File: src/ext_int_regs.svh
/*
 Register offsets, field positions, reset values and timing constants for the
 external interrupt pin latch.
 Assumes inclusion by bare name from the package and the design modules.
*/
`ifndef EXT_INT_REGS_SVH
`define EXT_INT_REGS_SVH

`define EIRQ_STATUS_CONTROL_OFFSET 12'h000
`define EIRQ_CONFIG_OFFSET 12'h004
`define EIRQ_PIN_STATUS_OFFSET 12'h008
`define EIRQ_ADDR_WIDTH 12

`define EIRQ_SENSE_BIT 0
`define EIRQ_MASK_BIT 1
`define EIRQ_ACK_BIT 2
`define EIRQ_PENDING_BIT 3
`define EIRQ_ENABLE_BIT 0
`define EIRQ_BREAK_CLEAR_BIT 1
`define EIRQ_PIN_LEVEL_BIT 0

`define EIRQ_STATUS_CONTROL_RESET 8'h00
`define EIRQ_CONFIG_RESET 8'h00
`define EIRQ_SYNC_STAGES 3

`endif

File: src/ext_int_pkg.sv
/*
 Types shared by the external interrupt pin latch and its synchroniser.
 Assumes the register header sits in the include path.
*/
package ext_int_pkg;
   `include "ext_int_regs.svh"

   typedef enum logic [1:0] {
      apb_idle_st = 2'b00,
      apb_setup_st = 2'b01,
      apb_access_st = 2'b10
   } apb_phase_t;

   typedef logic [7:0] reg_byte_t;
endpackage

File: src/pin_sync_if.sv
/*
 Carries the raw pin into the synchroniser and the settled level and falling
 edge back to the latch.
 Assumes a single clock domain on mclk.
*/
`timescale 1ns/1ps
interface pin_sync_if;
   logic pin_raw;
   logic pin_level;
   logic pin_fall;
   modport sync_side (
      input pin_raw,
      output pin_level,
      output pin_fall
   );
   modport user_side (
      output pin_raw,
      input pin_level,
      input pin_fall
   );
endinterface

File: src/ext_int_latch.sv
/*
 External interrupt pin latch with its APB register slave.
 Assumes an APB master on mclk, a CPU that pulses vector_fetch while it
 fetches this vector, and a system break controller driving break_active.
*/
// Decided for this implementation: register access over APB and the register addresses.
// Behaviour
// RL1: Function works only while the enable bit is one; else pin is idle.
// RL2: A falling edge on the pin sets the request latch.
// RL3: Vector fetch produces an acknowledge that clears the latch.
// RL4: Writing one to write-only acknowledge bit 2 clears the latch.
// RL5: Reset clears latch and sensitivity bit even with the pin low.
// RL6: Edge-only after reset; software may add low-level sensitivity.
// RL7: Level mode keeps request while pin low; needs pin high and ack.
// RL8: Acknowledge and pin return high may come in either order.
// RL9: Acknowledge never blocks later edges; a new edge sets again.
// RL10: Edge mode: vector fetch or software ack clears at once.
// RL11: Mask bit 1 withholds the request from the priority logic.
// RL12: Pending flag bit 3 shows state regardless of the mask.
// RL13: Acknowledge bit and bits 7 to 4 read zero.
// RL14: Block runs in wait and stop; unmasked request wakes the CPU.
// RL15: In break, clears blocked unless break clear enable is one.
// RL16: Pin has an internal pullup so it idles high; code turns the pullup on only while the enable bit is one.
// RL17: Live pin level goes to branch-on-pin-high and low logic.
// RL18: Software should mask requests in the level-mode service routine.
// RL19: CPU global interrupt mask blocks this request too.
// RL20: Pin synchronised before edge detect; request gated by mask.
`timescale 1ns/1ps
`include "ext_int_regs.svh"
module ext_int_latch (
   input wire logic mclk,
   input wire logic rstn,
   input wire logic psel,
   input wire logic penable,
   input wire logic pwrite,
   input wire logic [`EIRQ_ADDR_WIDTH-1:0] paddr,
   input wire logic [31:0] pwdata,
   output logic [31:0] prdata,
   output logic pready,
   output logic pslverr,
   input wire logic ext_int_pin,
   output logic ext_int_pullup_en,
   input wire logic vector_fetch,
   input wire logic break_active,
   input wire logic cpu_global_mask,
   output logic irq_request,
   output logic wake_request,
   output logic pin_level_for_branch
);
   import ext_int_pkg::*;

   pin_sync_if sif();

   logic latch_q;
   logic latch_d;
   logic sense_q;
   logic sense_d;
   logic mask_q;
   logic mask_d;
   logic enable_q;
   logic enable_d;
   logic brk_clr_q;
   logic brk_clr_d;
   logic [31:0] prdata_q;
   logic [31:0] prdata_d;
   logic pslverr_q;
   logic pslverr_d;
   logic acc_q;
   logic acc_d;
   ext_int_pkg::apb_phase_t phase;

   logic wr_en;
   logic rd_en;
   logic sel_sc;
   logic sel_cfg;
   logic sel_pin;
   logic sw_ack;
   logic any_ack;
   logic clear_ok;
   logic pin_low;
   logic fall_evt;
   logic pending;

   function automatic logic addr_hit(
      input logic [`EIRQ_ADDR_WIDTH-1:0] a,
      input logic [`EIRQ_ADDR_WIDTH-1:0] off
   );
      addr_hit = (a == off);
   endfunction

   // Pullup held on while enabled so a floating pin reads high
   assign ext_int_pullup_en = enable_q; // [RL16]
   // Disabled function presents a high pin so no edge is seen
   assign sif.pin_raw = enable_q ? ext_int_pin : 1'b1; // [RL1]

   pin_sync u_sync (
      .mclk(mclk),
      .rstn(rstn),
      .sif(sif)
   ); // [RL20]

   assign pin_low = ~sif.pin_level;
   assign fall_evt = sif.pin_fall;
   assign pin_level_for_branch = sif.pin_level; // [RL17]

   // APB decode; zero wait state, answer in the first access cycle
   assign wr_en = (phase == apb_access_st) & pwrite & ~acc_q;
   assign rd_en = (phase == apb_setup_st) & ~pwrite;
   assign sel_sc = addr_hit(paddr, `EIRQ_STATUS_CONTROL_OFFSET);
   assign sel_cfg = addr_hit(paddr, `EIRQ_CONFIG_OFFSET);
   assign sel_pin = addr_hit(paddr, `EIRQ_PIN_STATUS_OFFSET);
   assign phase = !psel ? apb_idle_st : (penable ? apb_access_st
                                                  : apb_setup_st);
   assign pready = 1'b1;
   assign prdata = prdata_q;
   assign pslverr = pslverr_q;

   assign sw_ack = wr_en & sel_sc & pwdata[`EIRQ_ACK_BIT]; // [RL4]
   // Break state blocks acknowledge clears of the flag unless clearing is enabled
   assign clear_ok = ~break_active | brk_clr_q; // [RL15]
   assign any_ack = (vector_fetch | sw_ack) & clear_ok; // [RL3] [RL10]
   // Level mode: pin term holds the request; ack and release in any order
   assign pending = latch_q | (sense_q & pin_low & enable_q); // [RL7] [RL8]

   always_comb begin
      latch_d = latch_q;
      // Ack drops the latch unless an edge sets it in the same cycle; in level mode a low pin still holds pending
      if (any_ack) begin
         latch_d = 1'b0; // [RL10] [RL8]
      end
      // Set wins over a clear in the same cycle
      if (fall_evt && enable_q) begin
         latch_d = 1'b1; // [RL2] [RL9]
      end
      if (!enable_q) begin
         latch_d = 1'b0; // [RL1]
      end
   end

   always_comb begin
      sense_d = sense_q;
      mask_d = mask_q;
      enable_d = enable_q;
      brk_clr_d = brk_clr_q;
      if (wr_en && sel_sc) begin
         sense_d = pwdata[`EIRQ_SENSE_BIT]; // [RL6]
         mask_d = pwdata[`EIRQ_MASK_BIT];
      end
      if (wr_en && sel_cfg) begin
         enable_d = pwdata[`EIRQ_ENABLE_BIT];
         brk_clr_d = pwdata[`EIRQ_BREAK_CLEAR_BIT];
      end
   end

   always_comb begin
      prdata_d = prdata_q;
      pslverr_d = 1'b0;
      acc_d = psel & penable;
      if (rd_en) begin
         prdata_d = 32'h0;
         if (sel_sc) begin
            prdata_d[`EIRQ_PENDING_BIT] = pending; // [RL12] [RL13]
            prdata_d[`EIRQ_MASK_BIT] = mask_q;
            prdata_d[`EIRQ_SENSE_BIT] = sense_q;
         end else if (sel_cfg) begin
            prdata_d[`EIRQ_ENABLE_BIT] = enable_q;
            prdata_d[`EIRQ_BREAK_CLEAR_BIT] = brk_clr_q;
         end else if (sel_pin) begin
            prdata_d[`EIRQ_PIN_LEVEL_BIT] = sif.pin_level;
         end
      end
      if (phase == apb_setup_st && !(sel_sc || sel_cfg || sel_pin)) begin
         pslverr_d = 1'b1;
      end
   end

   always_ff @(posedge mclk) begin
      if (!rstn) begin
         latch_q <= 1'b0; // [RL5]
         sense_q <= 1'b0; // [RL5] [RL6]
         mask_q <= 1'b0;
         enable_q <= 1'b0;
         brk_clr_q <= 1'b0;
         prdata_q <= 32'h0;
         pslverr_q <= 1'b0;
         acc_q <= 1'b0;
      end else begin
         latch_q <= latch_d;
         sense_q <= sense_d;
         mask_q <= mask_d;
         enable_q <= enable_d;
         brk_clr_q <= brk_clr_d;
         prdata_q <= prdata_d;
         pslverr_q <= pslverr_d;
         acc_q <= acc_d;
      end
   end

   // Wake path ignores the CPU global mask; only the local mask gates it
   assign wake_request = pending & ~mask_q; // [RL14] [RL11]
   assign irq_request = pending & ~mask_q & ~cpu_global_mask; // [RL11] [RL19]

   property p_fall_sets;
      @(posedge mclk) disable iff (!rstn)
      fall_evt && enable_q |=> latch_q;
   endproperty
   a_fall_sets: assert property (p_fall_sets) // [RL2]
      else $error("falling edge did not set latch");

   property p_ack_clears;
      @(posedge mclk) disable iff (!rstn)
      sw_ack && !sense_q && !fall_evt && clear_ok && enable_q |=> !latch_q;
   endproperty
   a_ack_clears: assert property (p_ack_clears) // [RL4]
      else $error("software ack did not clear latch");

   property p_fetch_clears;
      @(posedge mclk) disable iff (!rstn)
      vector_fetch && !sense_q && !fall_evt && clear_ok |=> !latch_q;
   endproperty
   a_fetch_clears: assert property (p_fetch_clears) // [RL3]
      else $error("vector fetch did not clear latch");

   property p_level_holds;
      @(posedge mclk) disable iff (!rstn)
      sense_q && pin_low && enable_q && !mask_q && !cpu_global_mask
         |-> irq_request;
   endproperty
   a_level_holds: assert property (p_level_holds) // [RL7]
      else $error("level mode request dropped while pin low");

   // Ack before release must not leave a stale latch behind
   property p_level_ack;
      @(posedge mclk) disable iff (!rstn)
      sense_q && any_ack && !fall_evt |=> !latch_q;
   endproperty
   a_level_ack: assert property (p_level_ack) // [RL8]
      else $error("level mode ack did not clear latch");

   property p_edge_only;
      @(posedge mclk) disable iff (!rstn)
      !sense_q && latch_q && any_ack && !fall_evt |=> !pending;
   endproperty
   a_edge_only: assert property (p_edge_only) // [RL10]
      else $error("edge mode ack left request pending");

   property p_set_wins;
      @(posedge mclk) disable iff (!rstn)
      fall_evt && enable_q && any_ack |=> latch_q;
   endproperty
   a_set_wins: assert property (p_set_wins) // [RL9]
      else $error("edge lost against a same cycle ack");

   // No disable here: this one watches the reset itself
   property p_reset_clears;
      @(posedge mclk)
      !rstn |=> !latch_q && !sense_q && !mask_q && !irq_request;
   endproperty
   a_reset_clears: assert property (p_reset_clears) // [RL5]
      else $error("reset left request or mode set");

   property p_mask_blocks;
      @(posedge mclk) disable iff (!rstn)
      mask_q |-> !irq_request && !wake_request;
   endproperty
   a_mask_blocks: assert property (p_mask_blocks) // [RL11]
      else $error("masked request reached output");

   property p_wake_path;
      @(posedge mclk) disable iff (!rstn)
      pending && !mask_q && cpu_global_mask |-> wake_request;
   endproperty
   a_wake_path: assert property (p_wake_path) // [RL14]
      else $error("unmasked request did not raise wake");

   property p_break_protect;
      @(posedge mclk) disable iff (!rstn)
      break_active && !brk_clr_q && latch_q && enable_q |=> latch_q;
   endproperty
   a_break_protect: assert property (p_break_protect) // [RL15]
      else $error("flag cleared during protected break");

   property p_disabled_idle;
      @(posedge mclk) disable iff (!rstn)
      !enable_q ##1 !enable_q |-> !latch_q && !irq_request;
   endproperty
   a_disabled_idle: assert property (p_disabled_idle) // [RL1]
      else $error("request while function disabled");

   property p_sc_read;
      @(posedge mclk) disable iff (!rstn)
      rd_en && sel_sc |=> prdata[7:4] == 4'h0 && !prdata[2]
                          && prdata[3] == $past(pending);
   endproperty
   a_sc_read: assert property (p_sc_read) // [RL12] [RL13]
      else $error("status read wrong");

   property p_global_mask;
      @(posedge mclk) disable iff (!rstn)
      cpu_global_mask |-> !irq_request;
   endproperty
   a_global_mask: assert property (p_global_mask) // [RL19]
      else $error("global mask ignored");

   c_edge_irq: cover property (@(posedge mclk) disable iff (!rstn)
      fall_evt ##1 irq_request);
   c_level_ack: cover property (@(posedge mclk) disable iff (!rstn)
      sense_q && pin_low && sw_ack ##[1:20] !pending);
   c_break_hold: cover property (@(posedge mclk) disable iff (!rstn)
      break_active && latch_q && vector_fetch);
   c_ack_before_release: cover property (@(posedge mclk) disable iff (!rstn)
      sense_q && pending && !latch_q ##[1:40] !pending);
endmodule // ext_int_latch

File: src/pin_sync.sv
/*
 Three-stage pin synchroniser with edge detection on the agreeing stages.
 Assumes the pin is asynchronous to mclk; reset is synchronous, active low.
*/
`timescale 1ns/1ps
module pin_sync (
   input wire logic mclk,
   input wire logic rstn,
   pin_sync_if.sync_side sif
);
   import ext_int_pkg::*;

   logic [2:0] stage_q;
   logic [2:0] stage_d;
   logic level_q;
   logic level_d;

   // Idle high so reset never looks like a falling edge
   always_comb begin
      stage_d = {stage_q[1:0], sif.pin_raw};
      level_d = level_q;
      if (stage_q[2] == stage_q[1]) begin
         level_d = stage_q[1];
      end
   end

   always_ff @(posedge mclk) begin
      if (!rstn) begin
         stage_q <= 3'h7;
         level_q <= 1'b1;
      end else begin
         stage_q <= stage_d;
         level_q <= level_d;
      end
   end

   assign sif.pin_level = level_q;
   assign sif.pin_fall = level_q & ~level_d;
endmodule // pin_sync

File: config.mk
export PLATFORM = sky130hd
export DESIGN_NAME = ext_int_latch
export DESIGN_NICKNAME = d
export VERILOG_FILES = /design/src/ext_int_pkg.sv /design/src/pin_sync_if.sv /design/src/ext_int_latch.sv /design/src/pin_sync.sv
export VERILOG_INCLUDE_DIRS = /design/src
export SDC_FILE = /design/constraint.sdc
export NUM_CORES = 1
export LEC_CHECK = 0
export BUFFER_PORTS_ARGS = -buffer_cell sky130_fd_sc_hd__clkbuf_2
export CORE_MARGIN = 2
export CORE_UTILIZATION = 36
export CTS_BUF_LIST = sky130_fd_sc_hd__clkbuf_2
export DETAILED_ROUTE_END_ITERATION = 10
export PLACE_DENSITY = 0.92
export SLEW_MARGIN = 20
export SYNTH_ARGS = -nofsm -noshare
export SYNTH_HDL_FRONTEND = slang
export SYNTH_SLANG_ARGS = --single-unit
File: constraint.sdc
create_clock -name mclk -period 2.7 [get_ports mclk]
set_input_delay 0.27 -clock mclk [delete_from_list [all_inputs] [get_ports mclk]]
set_output_delay 0.27 -clock mclk [all_outputs]
set_load 0.005 [all_outputs]
# == Yosys cells after proc, flatten, opt, wreduce, memory -nomap -nowiden ==
# Cells that the tools add are included.
# word_totals
ff_bits,14
latchBits,0
ram_bits,0
romBits,0
out_inout_bits,38
elab_cells,59
mem_count,0
# op_classes
addsub,0
mul,0
div,0
magnitude_cmp,0
n_eq_ne,5
shifts,0
mux,11
bitwise,22
n_reduce_logical,10
# ops
op,n
$and A1 B1 Y1,12
$eq A12 B3 Y1 const B,1
$eq A12 B4 Y1 const B,1
$logic_not A12 Y1,1
$mux W1,8
$not A1 Y1,7
$mux W2,3
$logic_and A1 B1 Y1,4
$or A1 B1 Y1,3
$eq A2 B1 Y1 const B,1
$eq A2 B2 Y1 const B,1
$logic_or A1 B1 Y1,2
$reduce_and A2 Y1,1
$reduce_bool A2 Y1,1
$eq A1 B1 Y1,1
$logic_not A1 Y1,1

# == Logic depth before layout (Yosys ltp) ==
# logic_depth
depth_word,11
mapped_depth,5
depth_no_buf,4

# == By module ==
# Synthesis repeated with hierarchy kept, for this count alone.
# unflattened
hier_cells,108
hier_area_um2,913.4
# modules_own_cells
mod,instances,cells_per_inst,area_per_inst_um2,seq_area_each_um2
ext_int_latch,1,97,793.3,200.2
pin_sync,1,11,120.1,80.1

# == Least setup slack after synthesis ==
# Ideal clock, no wire load.
# synth_path
path_type,input to register
start,in paddr[1]
end,reg latch_q
setup_ns,0.115
t_arrival_ns,1.855
required_time_ns,2.585
slack_ns,0.730
stages,4
cell_sequence,or4_4 -> or4_4 -> or3_4 -> o21a_1
# synth_between
elab_chain_len,6
# synth_lines
item,line,source
from (decl),ext_int_latch.sv:36,"input wire logic [`EIRQ_ADDR_WIDTH-1:0] paddr,"
$logic_not A12 Y1,ext_int_latch.sv:88,addr_hit = (a == off);
$and A1 B1 Y1 (2 in series),ext_int_latch.sv:118,assign sw_ack = wr_en & sel_sc & pwdata[`EIRQ_ACK_BIT];
$or A1 B1 Y1,ext_int_latch.sv:121,assign any_ack = (vector_fetch | sw_ack) & clear_ok;
$and A1 B1 Y1,ext_int_latch.sv:121,
$reduce_bool A2 Y1 (no source line),n/a,
to (signal assigned),ext_int_latch.sv:188,latch_q <= latch_d;
to (decl),ext_int_latch.sv:54,logic latch_q;
# Every way passes these cells.
# A chain may end at the register's enable or synchronous reset.

# == Worst setup path after layout ==
# Ends and elaborated chain as after synthesis.

==> flow_results.xml <==
<?xml version="1.0" encoding="UTF-8"?>
<metrics>
  <group name="run_status">
    <metric name="result_of_the_run" unit="">finished, final reports clean</metric>
  </group>
  <group name="timing">
    <metric name="setup_repair_after_global_routing_missed_its_margin" unit="">false</metric>
    <metric name="layout_min_cycle_time" unit="ps">1800</metric>
    <metric name="finalSetupViolations" unit="">0</metric>
    <metric name="fin_setup_tns" unit="ps">0</metric>
    <metric name="drv_slew" unit="">0</metric>
    <metric name="fin_crit_sh" unit="">0.665</metric>
    <metric name="timing.fmax" unit="MHz">557</metric>
    <metric name="fin_ws" unit="ps">904</metric>
    <metric name="fin_worst_skew" unit="ps">9.57</metric>
    <metric name="fin_hold_viols" unit="">0</metric>
  </group>
  <group name="finish">
    <metric name="fraction_of_layout_instances_using_a_drive_strength_above_1" unit="">0.308</metric>
    <metric name="num_antenna_cells" unit="">0</metric>
    <metric name="post_layout_nonfiller_instances" unit="">161</metric>
    <metric name="nNetsFinal" unit="">187</metric>
    <metric name="layout.area.seq" unit="sq um">280</metric>
    <metric name="area_growth" unit="%">9.02</metric>
    <metric name="multiInputGateArea" unit="sq um">433</metric>
    <metric name="finish.utilization" unit="">0.420</metric>
    <metric name="final_area" unit="sq um">937</metric>
    <metric name="layout_fillers" unit="">243</metric>
  </group>
  <group name="critical_path">
    <metric name="critical_path.cell_chain" unit="">clkbuf_2 &gt; or4_4 &gt; or4_4 &gt; or3_4 &gt; o21a_1</metric>
    <metric name="crit_path_max_fanout" unit="">4</metric>
    <metric name="required" unit="ps">2900</metric>
    <metric name="r2r.worst_path.cells" unit="">4</metric>
    <metric name="cpPeakStageDelay" unit="ps">520</metric>
    <metric name="slowest_cell_on_crit_path" unit="">or4_4</metric>
    <metric name="startpoint_of_the_worst_setup_timing_path" unit="">paddr[1]</metric>
    <metric name="setup.worst_path.start_class" unit="">input pin</metric>
    <metric name="number_of_buffer_and_inverter_instances_along_the_worst_setup_path" unit="">1</metric>
    <metric name="setup.worst_path.end_class" unit="">register</metric>
    <metric name="worstPathArrival" unit="ps">1990</metric>
    <metric name="crit-reg2reg-capture" unit="">latch_q</metric>
    <metric name="cp_common_cell" unit="">or4_4</metric>
    <metric name="worstSetupPathType" unit="">in2reg</metric>
    <metric name="rrSetupSlack" unit="ps">1480</metric>
    <metric name="path_depth" unit="">5</metric>
    <metric name="regToRegStartpoint" unit="">u_sync.sif.pin_level</metric>
    <metric name="crit_family" unit="">simple AND/OR/NAND/NOR gates</metric>
    <metric name="critPathCapture" unit="">latch_q</metric>
  </group>
  <group name="cts">
    <metric name="cts_hold_buffers" unit="">0</metric>
    <metric name="buffers_inserted_by_post_cts_timing_repair" unit="">0</metric>
    <metric name="ctsLongestPathBuffers" unit="">2</metric>
    <metric name="ctsHtreeMaxLevel" unit="">1</metric>
    <metric name="cts.sink_count" unit="">14</metric>
    <metric name="cts_tree" unit="">built</metric>
    <metric name="cts_made_buffers" unit="">3</metric>
    <metric name="clk-insertion-delay-late" unit="ps">290</metric>
    <metric name="worst_setup_hold_path_clk_slew" unit="ps">140</metric>
    <metric name="cts_root_buf" unit="">clkbuf_2</metric>
    <metric name="cts_repair_resize_count" unit="">0</metric>
  </group>
  <group name="power_and_ir_drop">
    <metric name="pwr_density_cell" unit="mW/mm^2">376</metric>
    <metric name="max-vdd-ir-drop" unit="V">0.000197</metric>
    <metric name="power.static_leakage" unit="nW">0.475</metric>
  </group>
  <group name="global_routing">
    <metric name="grt.total_usage" unit="">0.104</metric>
    <metric name="grt_max_degree" unit="">15</metric>
    <metric name="grt.overflow.total" unit="">0</metric>
    <metric name="grt_first_pass_wirelength" unit="um">2100</metric>
    <metric name="grt_antenna_before_repair" unit="">0</metric>
    <metric name="first_global_vias" unit="">528</metric>
  </group>
  <group name="route">
    <metric name="drc_errors" unit="">0</metric>
    <metric name="route.detailed.wl_per_inst" unit="um">9.24</metric>
    <metric name="drt_pre_antenna_iters" unit="">4</metric>
    <metric name="dr_total_vias" unit="">684</metric>
    <metric name="routed_via_count_divided_by_cell_count" unit="">4.25</metric>
    <metric name="first_iter_violations" unit="">11</metric>
    <metric name="drt-total-wl" unit="um">1490</metric>
    <metric name="post_drt_antenna_nets" unit="">0</metric>
  </group>
  <group name="synth">
    <metric name="synth_cell_types" unit="">28</metric>
    <metric name="synth_most_common_cell" unit="">buf_4</metric>
    <metric name="synth_edf_count" unit="">0</metric>
    <metric name="synth.top_cells.by_area" unit="">dfxtp_1, buf_4, mux2i_1</metric>
    <metric name="avgSynthCellArea" unit="sq um">8.35</metric>
    <metric name="synth.yosys.seq_area_share" unit="">0.326</metric>
    <metric name="synth_commonest_cells" unit="">buf_4, dfxtp_1, nand2_1</metric>
    <metric name="dominant_combinational_cell_family_by_area_after_synthesis" unit="">buffers and inverters</metric>
    <metric name="share_of_async_settable_or_async_resettable_flops_after_synthesis" unit="">0</metric>
    <metric name="netlist.top_cell.by_area" unit="">dfxtp_1</metric>
    <metric name="synthDominantCellAreaShare" unit="">0.326</metric>
    <metric name="syn_inst" unit="">103</metric>
    <metric name="ys.warnings.count" unit="">0</metric>
    <metric name="post_synthesis_compound_gate_area_fraction" unit="">0.0815</metric>
    <metric name="synth_flop_cell" unit="">dfxtp_1</metric>
    <metric name="postSynthRegisterBits" unit="">14</metric>
    <metric name="yosys.area_share.simple" unit="">0.221</metric>
    <metric name="post_synth_fa_ha_maj_area_fraction" unit="">0</metric>
    <metric name="post_synth_instance_area" unit="sq um">860</metric>
    <metric name="muxShareOfSynthArea" unit="">0.0699</metric>
    <metric name="synth_xor_area_frac" unit="">0</metric>
  </group>
  <group name="placement">
    <metric name="placed_cell_area" unit="sq um">918</metric>
    <metric name="place.detailed.instances" unit="">157</metric>
    <metric name="dp.final_hpwl" unit="um">1250</metric>
    <metric name="final_gp_congestion" unit="">0.722</metric>
    <metric name="numPortBuffers" unit="">31</metric>
    <metric name="dp_slack" unit="ps">592</metric>
  </group>
  <group name="die">
    <metric name="core" unit="sq mm">0.00223</metric>
    <metric name="die_w" unit="um">52.9</metric>
    <metric name="initial_utilization" unit="">0.385</metric>
    <metric name="fp-row-count" unit="">17</metric>
    <metric name="die_y" unit="um">52.9</metric>
    <metric name="total_die_area" unit="sq mm">0.00279</metric>
    <metric name="io_pins" unit="">91</metric>
  </group>
  <group name="hold_path">
    <metric name="hold_path.class" unit="">in2reg</metric>
  </group>
  <group name="flow_run">
    <metric name="cap_violations" unit="">0</metric>
  </group>
</metrics>
==> placed cells by master (no fill, tap or decap), types with 2 or more instances in the layout <==
cell      synthesis  final
a21oi_1           4      4
a31oi_1           2      2
clkbuf_2          0     34
conb_1            2     30
dfxtp_1          14     14
inv_1             4      4
mux2i_1           6      6
nand2_1          10     10
nand2b_1          2      2
nor2_1            4      4
nor3_1            3      3
o41ai_1           2      2
or2_2             2      2
or4_4             2      2
==> kinds of logic (layout without fill, tap and decap cells) <==
family | Yosys count | after routing
compound gates | 11 | 11
buf+inv | 37 | 39
flops | 14 | 14
mux | 6 | 6
other cells | 2 | 30
simple gates | 33 | 33
==> how the worst min path moves through the flow <==
stage | slack, ps | endpoint | from | cells past startpoint
finish | 160 | pslverr | penable | 2
global route | 160 | u_sync.stage_q[0] | ext_int_pin | 2
CTS | 150 | u_sync.stage_q[0] | ext_int_pin | 2
detailed placement | 400 | u_sync.stage_q[1] | u_sync.stage_q[0] | 1
global placement | 390 | u_sync.stage_q[1] | u_sync.stage_q[0] | 1
floorplan | 340 | u_sync.stage_q[1] | rstn | 1
==> where the power goes <==
| part | switching, mW | internal, mW |
|---|---|---|
| Combinational | 0.0244 | 0.0168 |
| Sequential | 0.000218 | 0.208 |
| Clock | 0.0708 | 0.0322 |
| Total | 0.0953 | 0.257 |
==> metrics by stage <==
stage | hold slack [ps] | power, mW
2_1_floorplan | 343 | 0.265
6_report | 161 | 0.352
5_1_grt | 159 | 0.370
3_5_place_dp | 397 | 0.253
4_1_cts | 152 | 0.355
3_3_place_gp | 388 | 0.253
==> cell type report <==
type	count	share of cell area
tap	28	0.0374
clock buffer	3	0.0160
inverter	4	0.0160
clock inverter	1	0.00401
sequential	14	0.299
timing repair buffer	31	0.166
multi-input combinational	80	0.462
==> layer usage <==
| metal | vias to the layer above | global-route usage | routed length, um |
|---|---|---|---|
| met1 | 300 | 0.102 | 517 |
| met2 | 37 | 0.192 | 791 |
| li1 | 345 | - | - |
| met3 | 2 | 0.0367 | 152 |
| met4 | 0 | 0.0513 | 25 |
| met5 | - | 0 | 0 |
(Power assumes the default switching activity.)
